<file path="config.mk">
export PLATFORM = sky130hd
export DESIGN_NAME = tws_slave
export DESIGN_NICKNAME = d
export VERILOG_FILES = /design/src/tws_pkg.sv /design/src/tws_slave.sv /design/src/tws_sync.sv
export SDC_FILE = /design/constraint.sdc
export NUM_CORES = 1
export LEC_CHECK = 0
export ABC_AREA = 1
export BUFFER_PORTS_ARGS = -buffer_cell sky130_fd_sc_hd__buf_2
export CAP_MARGIN = 20
export CORE_ASPECT_RATIO = 1.75
export CORE_MARGIN = 2
export CORE_UTILIZATION = 59
export CTS_BUF_LIST = sky130_fd_sc_hd__clkbuf_4 sky130_fd_sc_hd__clkbuf_8
export DETAILED_ROUTE_END_ITERATION = 10
export PLACE_DENSITY_LB_ADDON = 0.25
export SLEW_MARGIN = 25
export SYNTH_ARGS = -nofsm -noshare
export SYNTH_HDL_FRONTEND = slang
export SYNTH_HIERARCHICAL = 1
export SYNTH_SLANG_ARGS = --single-unit
export TNS_END_PERCENT = 30
</file>
<file path="constraint.sdc">
create_clock -name i_clk -period 3.28 [get_ports i_clk]
set_clock_uncertainty 0.15 [all_clocks]
set_input_delay 0.164 -clock i_clk [delete_from_list [all_inputs] [get_ports i_clk]]
set_output_delay 0.164 -clock i_clk [all_outputs]
set_load 0.02 [all_outputs]
</file>
<file path="src/tws_pkg.sv">
// constants, types and register map of the two-wire slave
`default_nettype none

package tws_pkg;

	// ----------------------------------------------------------------
	// register byte offsets
	// ----------------------------------------------------------------
	localparam logic [7:0] TWS_OFF_MODCTL = 8'h00;
	localparam logic [7:0] TWS_OFF_CTLSTS = 8'h04;
	localparam logic [7:0] TWS_OFF_DATA = 8'h08;
	localparam logic [7:0] TWS_OFF_ADDR = 8'h0c;
	localparam logic [7:0] TWS_OFF_IRQEN = 8'h10;

	// ----------------------------------------------------------------
	// field positions
	// ----------------------------------------------------------------
	localparam int TWS_MODE_HI = 7;
	localparam int TWS_MODE_LO = 5;
	localparam int TWS_ENABLE_BIT = 1;
	localparam int TWS_HCF_BIT = 7;
	localparam int TWS_ADDRESS_MATCH_FLAG_BIT = 6;
	localparam int TWS_HBB_BIT = 5;
	localparam int TWS_HTX_BIT = 4;
	localparam int TWS_TRANSMIT_ACK_BIT_BIT = 3;
	localparam int TWS_SRW_BIT = 2;
	localparam int TWS_WAKE_BIT = 1;
	localparam int TWS_RECEIVE_ACK_FLAG_BIT = 0;
	localparam int TWS_IRQEN_BIT = 0;

	// ----------------------------------------------------------------
	// codes and reset values
	// ----------------------------------------------------------------
	localparam logic [2:0] TWS_MODE_SLAVE = 3'h6;
	localparam logic [2:0] TWS_MODE_RST = 3'h7;
	localparam logic TWS_HCF_RST = 1'b1;
	localparam logic TWS_RECEIVE_ACK_FLAG_RST = 1'b1;
	localparam logic [7:0] TWS_BYTE_RST = 8'h00;
	localparam logic [3:0] TWS_CNT_ADDR_LAST = 4'h7;
	localparam logic [3:0] TWS_CNT_BYTE = 4'h8;
	localparam logic [3:0] TWS_CNT_ACK = 4'h9;

	typedef enum logic [2:0] {
		TWS_S_IDLE = 3'b000,
		TWS_S_ADDR = 3'b001,
		TWS_S_AACK = 3'b010,
		TWS_S_WAIT = 3'b011,
		TWS_S_DATA = 3'b100,
		TWS_S_DACK = 3'b101
	} tws_state_t;

	// open-drain pin pair, bit order used by the synchroniser
	typedef struct packed {
		logic scl;
		logic sda;
	} tws_pins_t;

endpackage

`default_nettype wire

</file>
<file path="src/tws_slave.sv">
// two-wire bus slave with apb register access
`default_nettype none

// Contract
// own address sits in bits 7..1 of the address register, bit 7 is msb.
// address register bit 0 is plain storage, ignored by matching.
// start is sda falling while scl high, watched at all times. The code watches it only while enabled in slave mode.
// start sets the bus-busy flag.
// first seven bits after start are the calling address, msb first, compared.
// address equal sets address-match flag and raises the interrupt request.
// eighth bit after start is captured as read/write, one means master reads.
// on address match sda is pulled low during the ninth clock.
// one interrupt request serves address match and byte completion.
// after match scl held low until data write (tx) or read (rx).
// direction-select bit one makes transmitter, zero makes receiver.
// data bytes are eight bits, msb first, only after address acknowledge.
// receiving, transmit-acknowledge bit is driven on the ninth clock.
// transmitting, ninth-clock sda is sampled into receive-acknowledge flag.
// transmitting, no acknowledge releases sda and waits for stop.
// received bytes land in data register, transmitted bytes come from it.
// only the master makes start; this slave never drives one.
// master ends with stop when its calling address gets no acknowledge.
// enable mode and module, write address, then enable interrupt.
// stop clears the bus-busy flag.
// transfer-complete low while byte moves, set with interrupt at byte end.
// mode field code 110 selects the two-wire slave function.
// scl and sda are synchronised and edge-detected before any decoding.
module tws_slave
	import tws_pkg::*;
(
	input wire logic i_clk, // system clock, 25 mhz
	input wire logic i_resetn, // sync reset, active low
	input wire logic i_psel, // apb select
	input wire logic i_penable, // apb access phase
	input wire logic i_pwrite, // apb write
	input wire logic [7:0] i_paddr, // apb byte address
	input wire logic [31:0] i_pwdata, // apb write data
	output logic [31:0] o_prdata, // apb read data
	output logic o_pready, // apb ready
	output logic o_pslverr, // apb error, unmapped address
	input wire logic i_scl, // scl pin level
	output logic o_scl_out, // scl drive value, always low
	output logic o_scl_oe, // scl pulled low when high
	input wire logic i_sda, // sda pin level
	output logic o_sda_out, // sda drive value, always low
	output logic o_sda_oe, // sda pulled low when high
	output logic o_irq // interrupt request pulse
);

	// ----------------------------------------------------------------
	// declarations
	// ----------------------------------------------------------------
	tws_state_t state_q;
	tws_pins_t pins_in;
	tws_pins_t lvl;
	tws_pins_t rise;
	tws_pins_t fall;
	logic [2:0] mode_q;
	logic enable_q;
	logic htx_q;
	logic transmit_ack_bit_q;
	logic wake_q;
	logic irqen_q;
	logic [7:0] own_addr_q;
	logic [7:0] data_q;
	logic [7:0] shreg_q;
	logic [3:0] cnt_q;
	logic hcf_q;
	logic address_match_flag_q;
	logic hbb_q;
	logic srw_q;
	logic receive_ack_flag_q;
	logic sda_oe_d;
	logic sda_oe_q;
	logic scl_oe_q;
	logic lead_q;
	logic [31:0] prdata_q;
	logic active;
	logic start_det;
	logic stop_det;
	logic addr_bit;
	logic addr_match;
	logic byte_end;
	logic ack_end;
	logic sw_wr;
	logic sw_rd;
	logic data_wr;
	logic data_rd;
	logic release_hold;
	logic mapped;

	// ----------------------------------------------------------------
	// line conditioning
	// ----------------------------------------------------------------
	assign pins_in = '{scl: i_scl, sda: i_sda};


	tws_sync i_tws_sync (
		.i_clk(i_clk),
		.i_resetn(i_resetn),
		.i_pins(pins_in),
		.o_level(lvl),
		.o_rise(rise),
		.o_fall(fall)
	);

	assign active = enable_q && (mode_q == TWS_MODE_SLAVE);
	// an sda change seen in the same sample as the scl rise is data, not start or stop
	assign start_det = active && fall.sda && lvl.scl && !rise.scl;
	assign stop_det = active && rise.sda && lvl.scl && !rise.scl;
	assign addr_bit = (state_q == TWS_S_ADDR) && rise.scl && (cnt_q == TWS_CNT_ADDR_LAST);
	// shreg holds the seven address bits, the live sda is the direction bit
	assign addr_match = shreg_q[6:0] == own_addr_q[7:1];
	assign byte_end = (state_q == TWS_S_DATA) && fall.scl && (cnt_q == TWS_CNT_BYTE);
	assign ack_end = fall.scl && (cnt_q == TWS_CNT_ACK);

	// ----------------------------------------------------------------
	// apb slave
	// ----------------------------------------------------------------
	assign mapped = (i_paddr == TWS_OFF_MODCTL) || (i_paddr == TWS_OFF_CTLSTS) ||
		(i_paddr == TWS_OFF_DATA) || (i_paddr == TWS_OFF_ADDR) || (i_paddr == TWS_OFF_IRQEN);
	assign sw_wr = i_psel && i_penable && i_pwrite && mapped;
	assign sw_rd = i_psel && i_penable && !i_pwrite && mapped;
	assign data_wr = sw_wr && (i_paddr == TWS_OFF_DATA);
	assign data_rd = sw_rd && (i_paddr == TWS_OFF_DATA);
	// a dummy data read or a data write lets the master go on
	assign release_hold = (state_q == TWS_S_WAIT) && (htx_q ? data_wr : data_rd);
	assign o_pready = 1'b1;
	assign o_pslverr = i_psel && i_penable && !mapped;
	assign o_prdata = prdata_q;

	// read data is captured in the setup cycle so it comes from a flop
	always_ff @(posedge i_clk)
	begin
		if (!i_resetn)
			prdata_q <= 32'h0000_0000;
		else if (i_psel && !i_penable && !i_pwrite)
		begin
			prdata_q <= 32'h0000_0000;
			case (i_paddr)
				TWS_OFF_MODCTL:
				begin
					prdata_q[TWS_MODE_HI:TWS_MODE_LO] <= mode_q;
					prdata_q[TWS_ENABLE_BIT] <= enable_q;
				end
				TWS_OFF_CTLSTS:
				begin
					prdata_q[TWS_HCF_BIT] <= hcf_q;
					prdata_q[TWS_ADDRESS_MATCH_FLAG_BIT] <= address_match_flag_q;
					prdata_q[TWS_HBB_BIT] <= hbb_q;
					prdata_q[TWS_HTX_BIT] <= htx_q;
					prdata_q[TWS_TRANSMIT_ACK_BIT_BIT] <= transmit_ack_bit_q;
					prdata_q[TWS_SRW_BIT] <= srw_q;
					prdata_q[TWS_WAKE_BIT] <= wake_q;
					prdata_q[TWS_RECEIVE_ACK_FLAG_BIT] <= receive_ack_flag_q;
				end
				TWS_OFF_DATA: prdata_q[7:0] <= data_q;
				TWS_OFF_ADDR: prdata_q[7:0] <= own_addr_q;
				TWS_OFF_IRQEN: prdata_q[TWS_IRQEN_BIT] <= irqen_q;
				default: prdata_q <= 32'h0000_0000;
			endcase
		end
	end

	// ----------------------------------------------------------------
	// software-written control
	// ----------------------------------------------------------------

	always_ff @(posedge i_clk)
	begin
		if (!i_resetn)
		begin
			mode_q <= TWS_MODE_RST;
			enable_q <= 1'b0;
			htx_q <= 1'b0;
			transmit_ack_bit_q <= 1'b0;
			wake_q <= 1'b0;
			irqen_q <= 1'b0;
			own_addr_q <= TWS_BYTE_RST;
		end
		else if (sw_wr)
		begin
			case (i_paddr)
				TWS_OFF_MODCTL:
				begin
					mode_q <= i_pwdata[TWS_MODE_HI:TWS_MODE_LO];
					enable_q <= i_pwdata[TWS_ENABLE_BIT];
				end
				TWS_OFF_CTLSTS:
				begin
					htx_q <= i_pwdata[TWS_HTX_BIT];
					transmit_ack_bit_q <= i_pwdata[TWS_TRANSMIT_ACK_BIT_BIT];
					wake_q <= i_pwdata[TWS_WAKE_BIT];
				end
				TWS_OFF_ADDR: own_addr_q <= i_pwdata[7:0];
				TWS_OFF_IRQEN: irqen_q <= i_pwdata[TWS_IRQEN_BIT];
				default: own_addr_q <= own_addr_q;
			endcase
		end
	end

	// shared data register: software load or received byte
	always_ff @(posedge i_clk)
	begin
		if (!i_resetn)
			data_q <= TWS_BYTE_RST;
		else if (byte_end && !htx_q)
			data_q <= shreg_q;
		else if (data_wr)
			data_q <= i_pwdata[7:0];
	end

	// ----------------------------------------------------------------
	// bus sequencer
	// ----------------------------------------------------------------
	always_ff @(posedge i_clk)
	begin
		if (!i_resetn || !active)
		begin
			state_q <= TWS_S_IDLE;
			cnt_q <= 4'h0;
			shreg_q <= TWS_BYTE_RST;
		end
		else if (start_det)
		begin
			// a repeated start restarts address reception from any state
			state_q <= TWS_S_ADDR;
			cnt_q <= 4'h0;
		end
		else if (stop_det)
			state_q <= TWS_S_IDLE;
		else
		begin
			case (state_q)
				TWS_S_IDLE: state_q <= TWS_S_IDLE;
				TWS_S_ADDR:
				begin
					if (rise.scl)
					begin
						shreg_q <= {shreg_q[6:0], lvl.sda};
						cnt_q <= cnt_q + 4'h1;
					end
					else if (fall.scl && cnt_q == TWS_CNT_BYTE)
						state_q <= address_match_flag_q ? TWS_S_AACK : TWS_S_IDLE;
				end
				TWS_S_AACK, TWS_S_DACK:
				begin
					if (rise.scl)
						cnt_q <= cnt_q + 4'h1;
					else if (ack_end)
					begin
						cnt_q <= 4'h0;
						// a refused byte frees the lines until stop
						if (state_q == TWS_S_DACK && htx_q && receive_ack_flag_q)
							state_q <= TWS_S_IDLE;
						else
							state_q <= TWS_S_WAIT;
					end
				end
				TWS_S_WAIT:
				begin
					if (release_hold)
					begin
						state_q <= TWS_S_DATA;
						if (htx_q)
							shreg_q <= i_pwdata[7:0];
					end
				end
				TWS_S_DATA:
				begin
					if (rise.scl)
					begin
						cnt_q <= cnt_q + 4'h1;
						if (!htx_q)
							shreg_q <= {shreg_q[6:0], lvl.sda};
					end
					else if (byte_end)
						state_q <= TWS_S_DACK;
					else if (fall.scl && htx_q)
						shreg_q <= {shreg_q[6:0], 1'b0};
				end
				default: state_q <= TWS_S_IDLE;
			endcase
		end
	end

	// ----------------------------------------------------------------
	// status flags
	// ----------------------------------------------------------------
	always_ff @(posedge i_clk)
	begin
		if (!i_resetn || !active)
		begin
			hbb_q <= 1'b0;
			address_match_flag_q <= 1'b0;
			srw_q <= 1'b0;
			hcf_q <= TWS_HCF_RST;
			receive_ack_flag_q <= TWS_RECEIVE_ACK_FLAG_RST;
		end
		else
		begin
			if (start_det)
				hbb_q <= 1'b1;
			else if (stop_det)
				hbb_q <= 1'b0;
			if (start_det)
				address_match_flag_q <= 1'b0;
			else if (addr_bit)
			begin
				address_match_flag_q <= addr_match;
				srw_q <= lvl.sda;
			end
			else if (byte_end)
				address_match_flag_q <= 1'b0;
			if (release_hold || start_det)
				hcf_q <= 1'b0;
			else if (byte_end)
				hcf_q <= 1'b1;
			if (state_q == TWS_S_DACK && htx_q && rise.scl)
				receive_ack_flag_q <= lvl.sda;
		end
	end

	// one request line for both events
	always_ff @(posedge i_clk)
	begin
		if (!i_resetn)
			o_irq <= 1'b0;
		else
			o_irq <= irqen_q && active && ((addr_bit && addr_match) || byte_end);
	end

	// ----------------------------------------------------------------
	// open-drain drivers
	// ----------------------------------------------------------------
	always_comb
	begin
		sda_oe_d = 1'b0;
		case (state_q)
			TWS_S_AACK: sda_oe_d = 1'b1;
			TWS_S_DATA: sda_oe_d = htx_q && !shreg_q[7];
			TWS_S_DACK: sda_oe_d = !htx_q && !transmit_ack_bit_q;
			default: sda_oe_d = 1'b0;
		endcase
	end

	always_ff @(posedge i_clk)
	begin
		if (!i_resetn || !active)
		begin
			sda_oe_q <= 1'b0;
			scl_oe_q <= 1'b0;
			lead_q <= 1'b0;
		end
		else
		begin
			sda_oe_q <= sda_oe_d;
			// scl stays low one cycle longer so a first tx bit is on sda before scl rises
			lead_q <= release_hold;
			scl_oe_q <= (state_q == TWS_S_WAIT) || lead_q;
		end
	end

	// the slave only ever pulls low, so no start can come from here
	assign o_sda_out = 1'b0;
	assign o_scl_out = 1'b0;
	assign o_sda_oe = sda_oe_q;
	assign o_scl_oe = scl_oe_q;
endmodule // tws_slave

`default_nettype wire

</file>
<file path="src/tws_sync.sv">
// two-flop synchroniser with edge detection for the bus lines
`default_nettype none

module tws_sync
	import tws_pkg::*;
(
	input wire logic i_clk, // system clock
	input wire logic i_resetn, // sync reset, active low
	input wire tws_pins_t i_pins, // raw pin levels
	output tws_pins_t o_level, // synchronised levels
	output tws_pins_t o_rise, // one-cycle rising edge
	output tws_pins_t o_fall // one-cycle falling edge
);

	logic [1:0] meta_q;
	logic [1:0] sync_q;
	logic [1:0] prev_q;

	genvar g;
	generate
		for (g = 0; g < 2; g++)
		begin : g_line
			// idle bus lines are pulled high, so reset to one
			always_ff @(posedge i_clk)
			begin
				if (!i_resetn)
				begin
					meta_q[g] <= 1'b1;
					sync_q[g] <= 1'b1;
					prev_q[g] <= 1'b1;
				end
				else
				begin
					meta_q[g] <= i_pins[g];
					sync_q[g] <= meta_q[g];
					prev_q[g] <= sync_q[g];
				end
			end
		end
	endgenerate

	assign o_level = sync_q;
	assign o_rise = sync_q & ~prev_q;
	assign o_fall = ~sync_q & prev_q;

endmodule // tws_sync

`default_nettype wire

</file>
==> reports/qor.csv <==
metric,value,unit
comb_power_share,6.0,%
hold_viol,0,
layout_setup_ws,0.983,ns
viasPerCell,5.34,
grt_pass1_wl,14.0,mm
gr-total-overflow,0,
power.leakage,1.73,nW
synthToLayoutAreaGrowth,12.3,%
p_seq_share,47.3,%
synth_area,3400,µm²
critPathSlowestCell,dfxtp_1,
clock_sinks,62,
drc,0,
avgRoutedWirePerCell,13.8,µm
grtUsageTotal,29.1,%
crit_required,3.36,ns
outcome,"complete, no violations",
p_total,1.60,mW
path_class,reg2reg,
pwr-share-clk,46.7,%
maxSlewHeadroom,60.1,%
via_count,3257,
worstPathCellList,inv_1 > nor2_1 > inv_2 > nand2_1 > inv_2 > nand2_2 > nor2_2 > nor2_2 > nand3_2 > nor2_4 > nand3_1 > nand2_1 > nor2_1,
fin_crit_sh,70.0,%
report.final.setup_viol,0,
worstHoldPathType,in2reg,
yosys_warnings,6,
clockBufferDepth,2,
core,5590,µm²
worstPathMaxFanout,16,
synth_top_area_share,36.5,%
tns,0,ns
postCtsSetupBuffers,0,
synth_common_cells,"105 x nand2_1, 62 x dfxtp_1, 53 x inv_1",
syn_avg_cell_area,7.01,µm²
dp_hpwl,6.29,mm
synth-async-reset-ratio,0,%
io_buffers,34,
ios,86,
ir_worst_vdd,0.409,mV
die_x,61.4,µm
rsz0062_at_grt,no,
synth_edf_count,0,
placed_cell_area,3510,µm²
num-nets-final,579,
fp-row-count,36,
nFillCells,522,
start_kind,flop,
tightest_slew,0.595,ns
grt_max_degree,29,
cp.arrival,2.38,ns
initial_core_util,60.9,%
clk_latency,0.34,ns
p_int,1.25,mW
detail-route-antenna-nets,0,
max_freq,0.435,GHz
design_area,3820,µm²
die-area,6410,µm²
antennaDiodeCount,0,
drt_wl_total,8.41,mm
p_per_area,420,nW/µm²
clk_pin_slew_worst_paths,0.06,ns
crit_family,simple AND/OR/NAND/NOR gates,
ys.flop_type,dfxtp_1,
critPathBufInv,3,
first_pass_iters,5,
switching_share,22.3,%
drv_slew,0,
cts_root_buf,clkbuf_8,
drt_iter0_drc,164,
period_needed,2.30,ns
antenna_found_initial,0,
gp_congestion,0.899,
p_switching,0.357,mW
ys_seq_elements,62,
post-place-ws,1.01,ns
yosys.cell_count.top_type,nand2_1,
htreeDepth,3,
netlist_top_cells_area,"dfxtp_1 36%, nand2_1 12%, buf_4 6.2%",
die_height,104,µm
cap_violations,0,
ys_types,37,
cpPeakStageDelay,0.35,ns
crit_path_end_kind,flop,
ys_seq_area_share,36.5,%
drive_gt1_share,15.4,%
yosysTopAreaCell,dfxtp_1,
cts_tree,built,
grt_pass1_vias,3176,
syn_inst,485,
numCtsBuffers,9,
-- metal layers --
| layer | up-vias | wire length (µm) | track usage, % | part of all wire (%) |
|---|---|---|---|---|
| met4 | 0 | 430 | 17.9 | 5.1 |
| met5 | - | 0 | 0 | 0 |
| met2 | 118 | 4610 | 49.3 | 55 |
| li1 | 1614 | - | - | - |
| met1 | 1490 | 2960 | 29.7 | 35 |
| met3 | 35 | 413 | 7.71 | 4.9 |
-- worst reg2reg max path, delay by kind of cell, from the launching register on --
kind,cells,cell delay [ns]
DFF,1,0.35
buffers and inverters,3,0.22
and+or+nand+nor,10,1.47
-- final cells by class --
type | instances | area (µm²) | area share [%]
Inverter | 62 | 233 | 6.09
Multi-Input combinational cell | 349 | 1750 | 45.9
Timing Repair Buffer | 45 | 275 | 7.21
Clock buffer | 12 | 153 | 4.00
Sequential cell | 62 | 1240 | 32.5
Tap cell | 76 | 95.1 | 2.49
Clock inverter | 4 | 70.1 | 1.83
-- path summary, 6_finish.rpt --
| kind | startpoint | end | slack [ns] | cells past startpoint |
|---|---|---|---|---|
| hold reg to reg | i_tws_sync/meta_q[0] | i_tws_sync/o_level[0] | 0.25 | 2 |
| hold / removal | i_pwdata[0] | data_q[0] | 0.02 | 3 |
| setup / recovery | i_tws_sync/o_level[1] | shreg_q[6] | 0.98 | 13 |
| setup reg to reg | i_tws_sync/o_level[1] | shreg_q[6] | 0.98 | 13 |
-- layout by cell type, fill, tap and decap left out, drive strengths merged --
master | netlist | layout
a211oi | 1 | 1
a21oi | 40 | 40
a22oi | 1 | 1
a31oi | 10 | 10
buf | 33 | 36
bufinv | 0 | 2
clkbuf | 4 | 12
clkinv | 0 | 2
conb | 2 | 27
dfxtp | 62 | 62
dlygate4sd3 | 0 | 9
ha | 3 | 3
inv | 62 | 62
mux2i | 5 | 5
nand2 | 110 | 110
nand3 | 39 | 39
nand4 | 3 | 3
nor2 | 41 | 41
nor3 | 12 | 12
nor3b | 1 | 1
o211ai | 5 | 5
o21ai | 41 | 41
o22ai | 1 | 1
o311ai | 1 | 1
xnor2 | 3 | 3
xor2 | 5 | 5
-- timing repair --
item	in CTS	in global routing
gates resized for setup	0	0
hold endpoints to repair	16	0
hold buffers	9	0
-- power groups by stage --
stage | clock (mW) | sequential (mW) | combinational, mW
floorplan | 0 | 0.775 | 0.0821
global placement | 0 | 0.775 | 0.0850
detailed placement | 0 | 0.775 | 0.0863
CTS | 0.756 | 0.759 | 0.0946
global route | 0.795 | 0.758 | 0.106
finish | 0.748 | 0.758 | 0.0964
-- registers in the layout (all words and copies together), names as in the netlist, 2 cells and up --
name                count
data_q                  8
o_prdata                8
own_addr_q              8
shreg_q                 8
cnt_q                   4
mode_q                  3
state_q                 3
i_tws_sync/meta_q       2
i_tws_sync/o_level      2
i_tws_sync/prev_q       2
-- metrics by stage --
stage	cells	hold WS [ns]	utilization, %
2_1_floorplan	510	0.0827	-
3_3_place_gp	585	0.183	62.8
4_1_cts	610	0.00198	68.4
5_1_grt	610	0.00152	68.4
6_report	610	0.0205	68.4
3_5_place_dp	585	0.192	62.8
-- cell families (layout without fill, tap and decap cells) --
| logic type | after synthesis | in the layout | synth area share [%] |
|---|---|---|---|
| compound gates | 100 | 100 | 16.2 |
| xor+xnor | 8 | 8 | 2.06 |
| fa+ha+maj | 3 | 3 | 1.10 |
| buf+inv | 99 | 123 | 14.8 |
| flops | 62 | 62 | 36.5 |
| mux | 5 | 5 | 1.47 |
| other cells | 2 | 27 | 0.221 |
| simple gates | 206 | 206 | 27.7 |
Note: power is estimated with default switching activity, not from simulation.
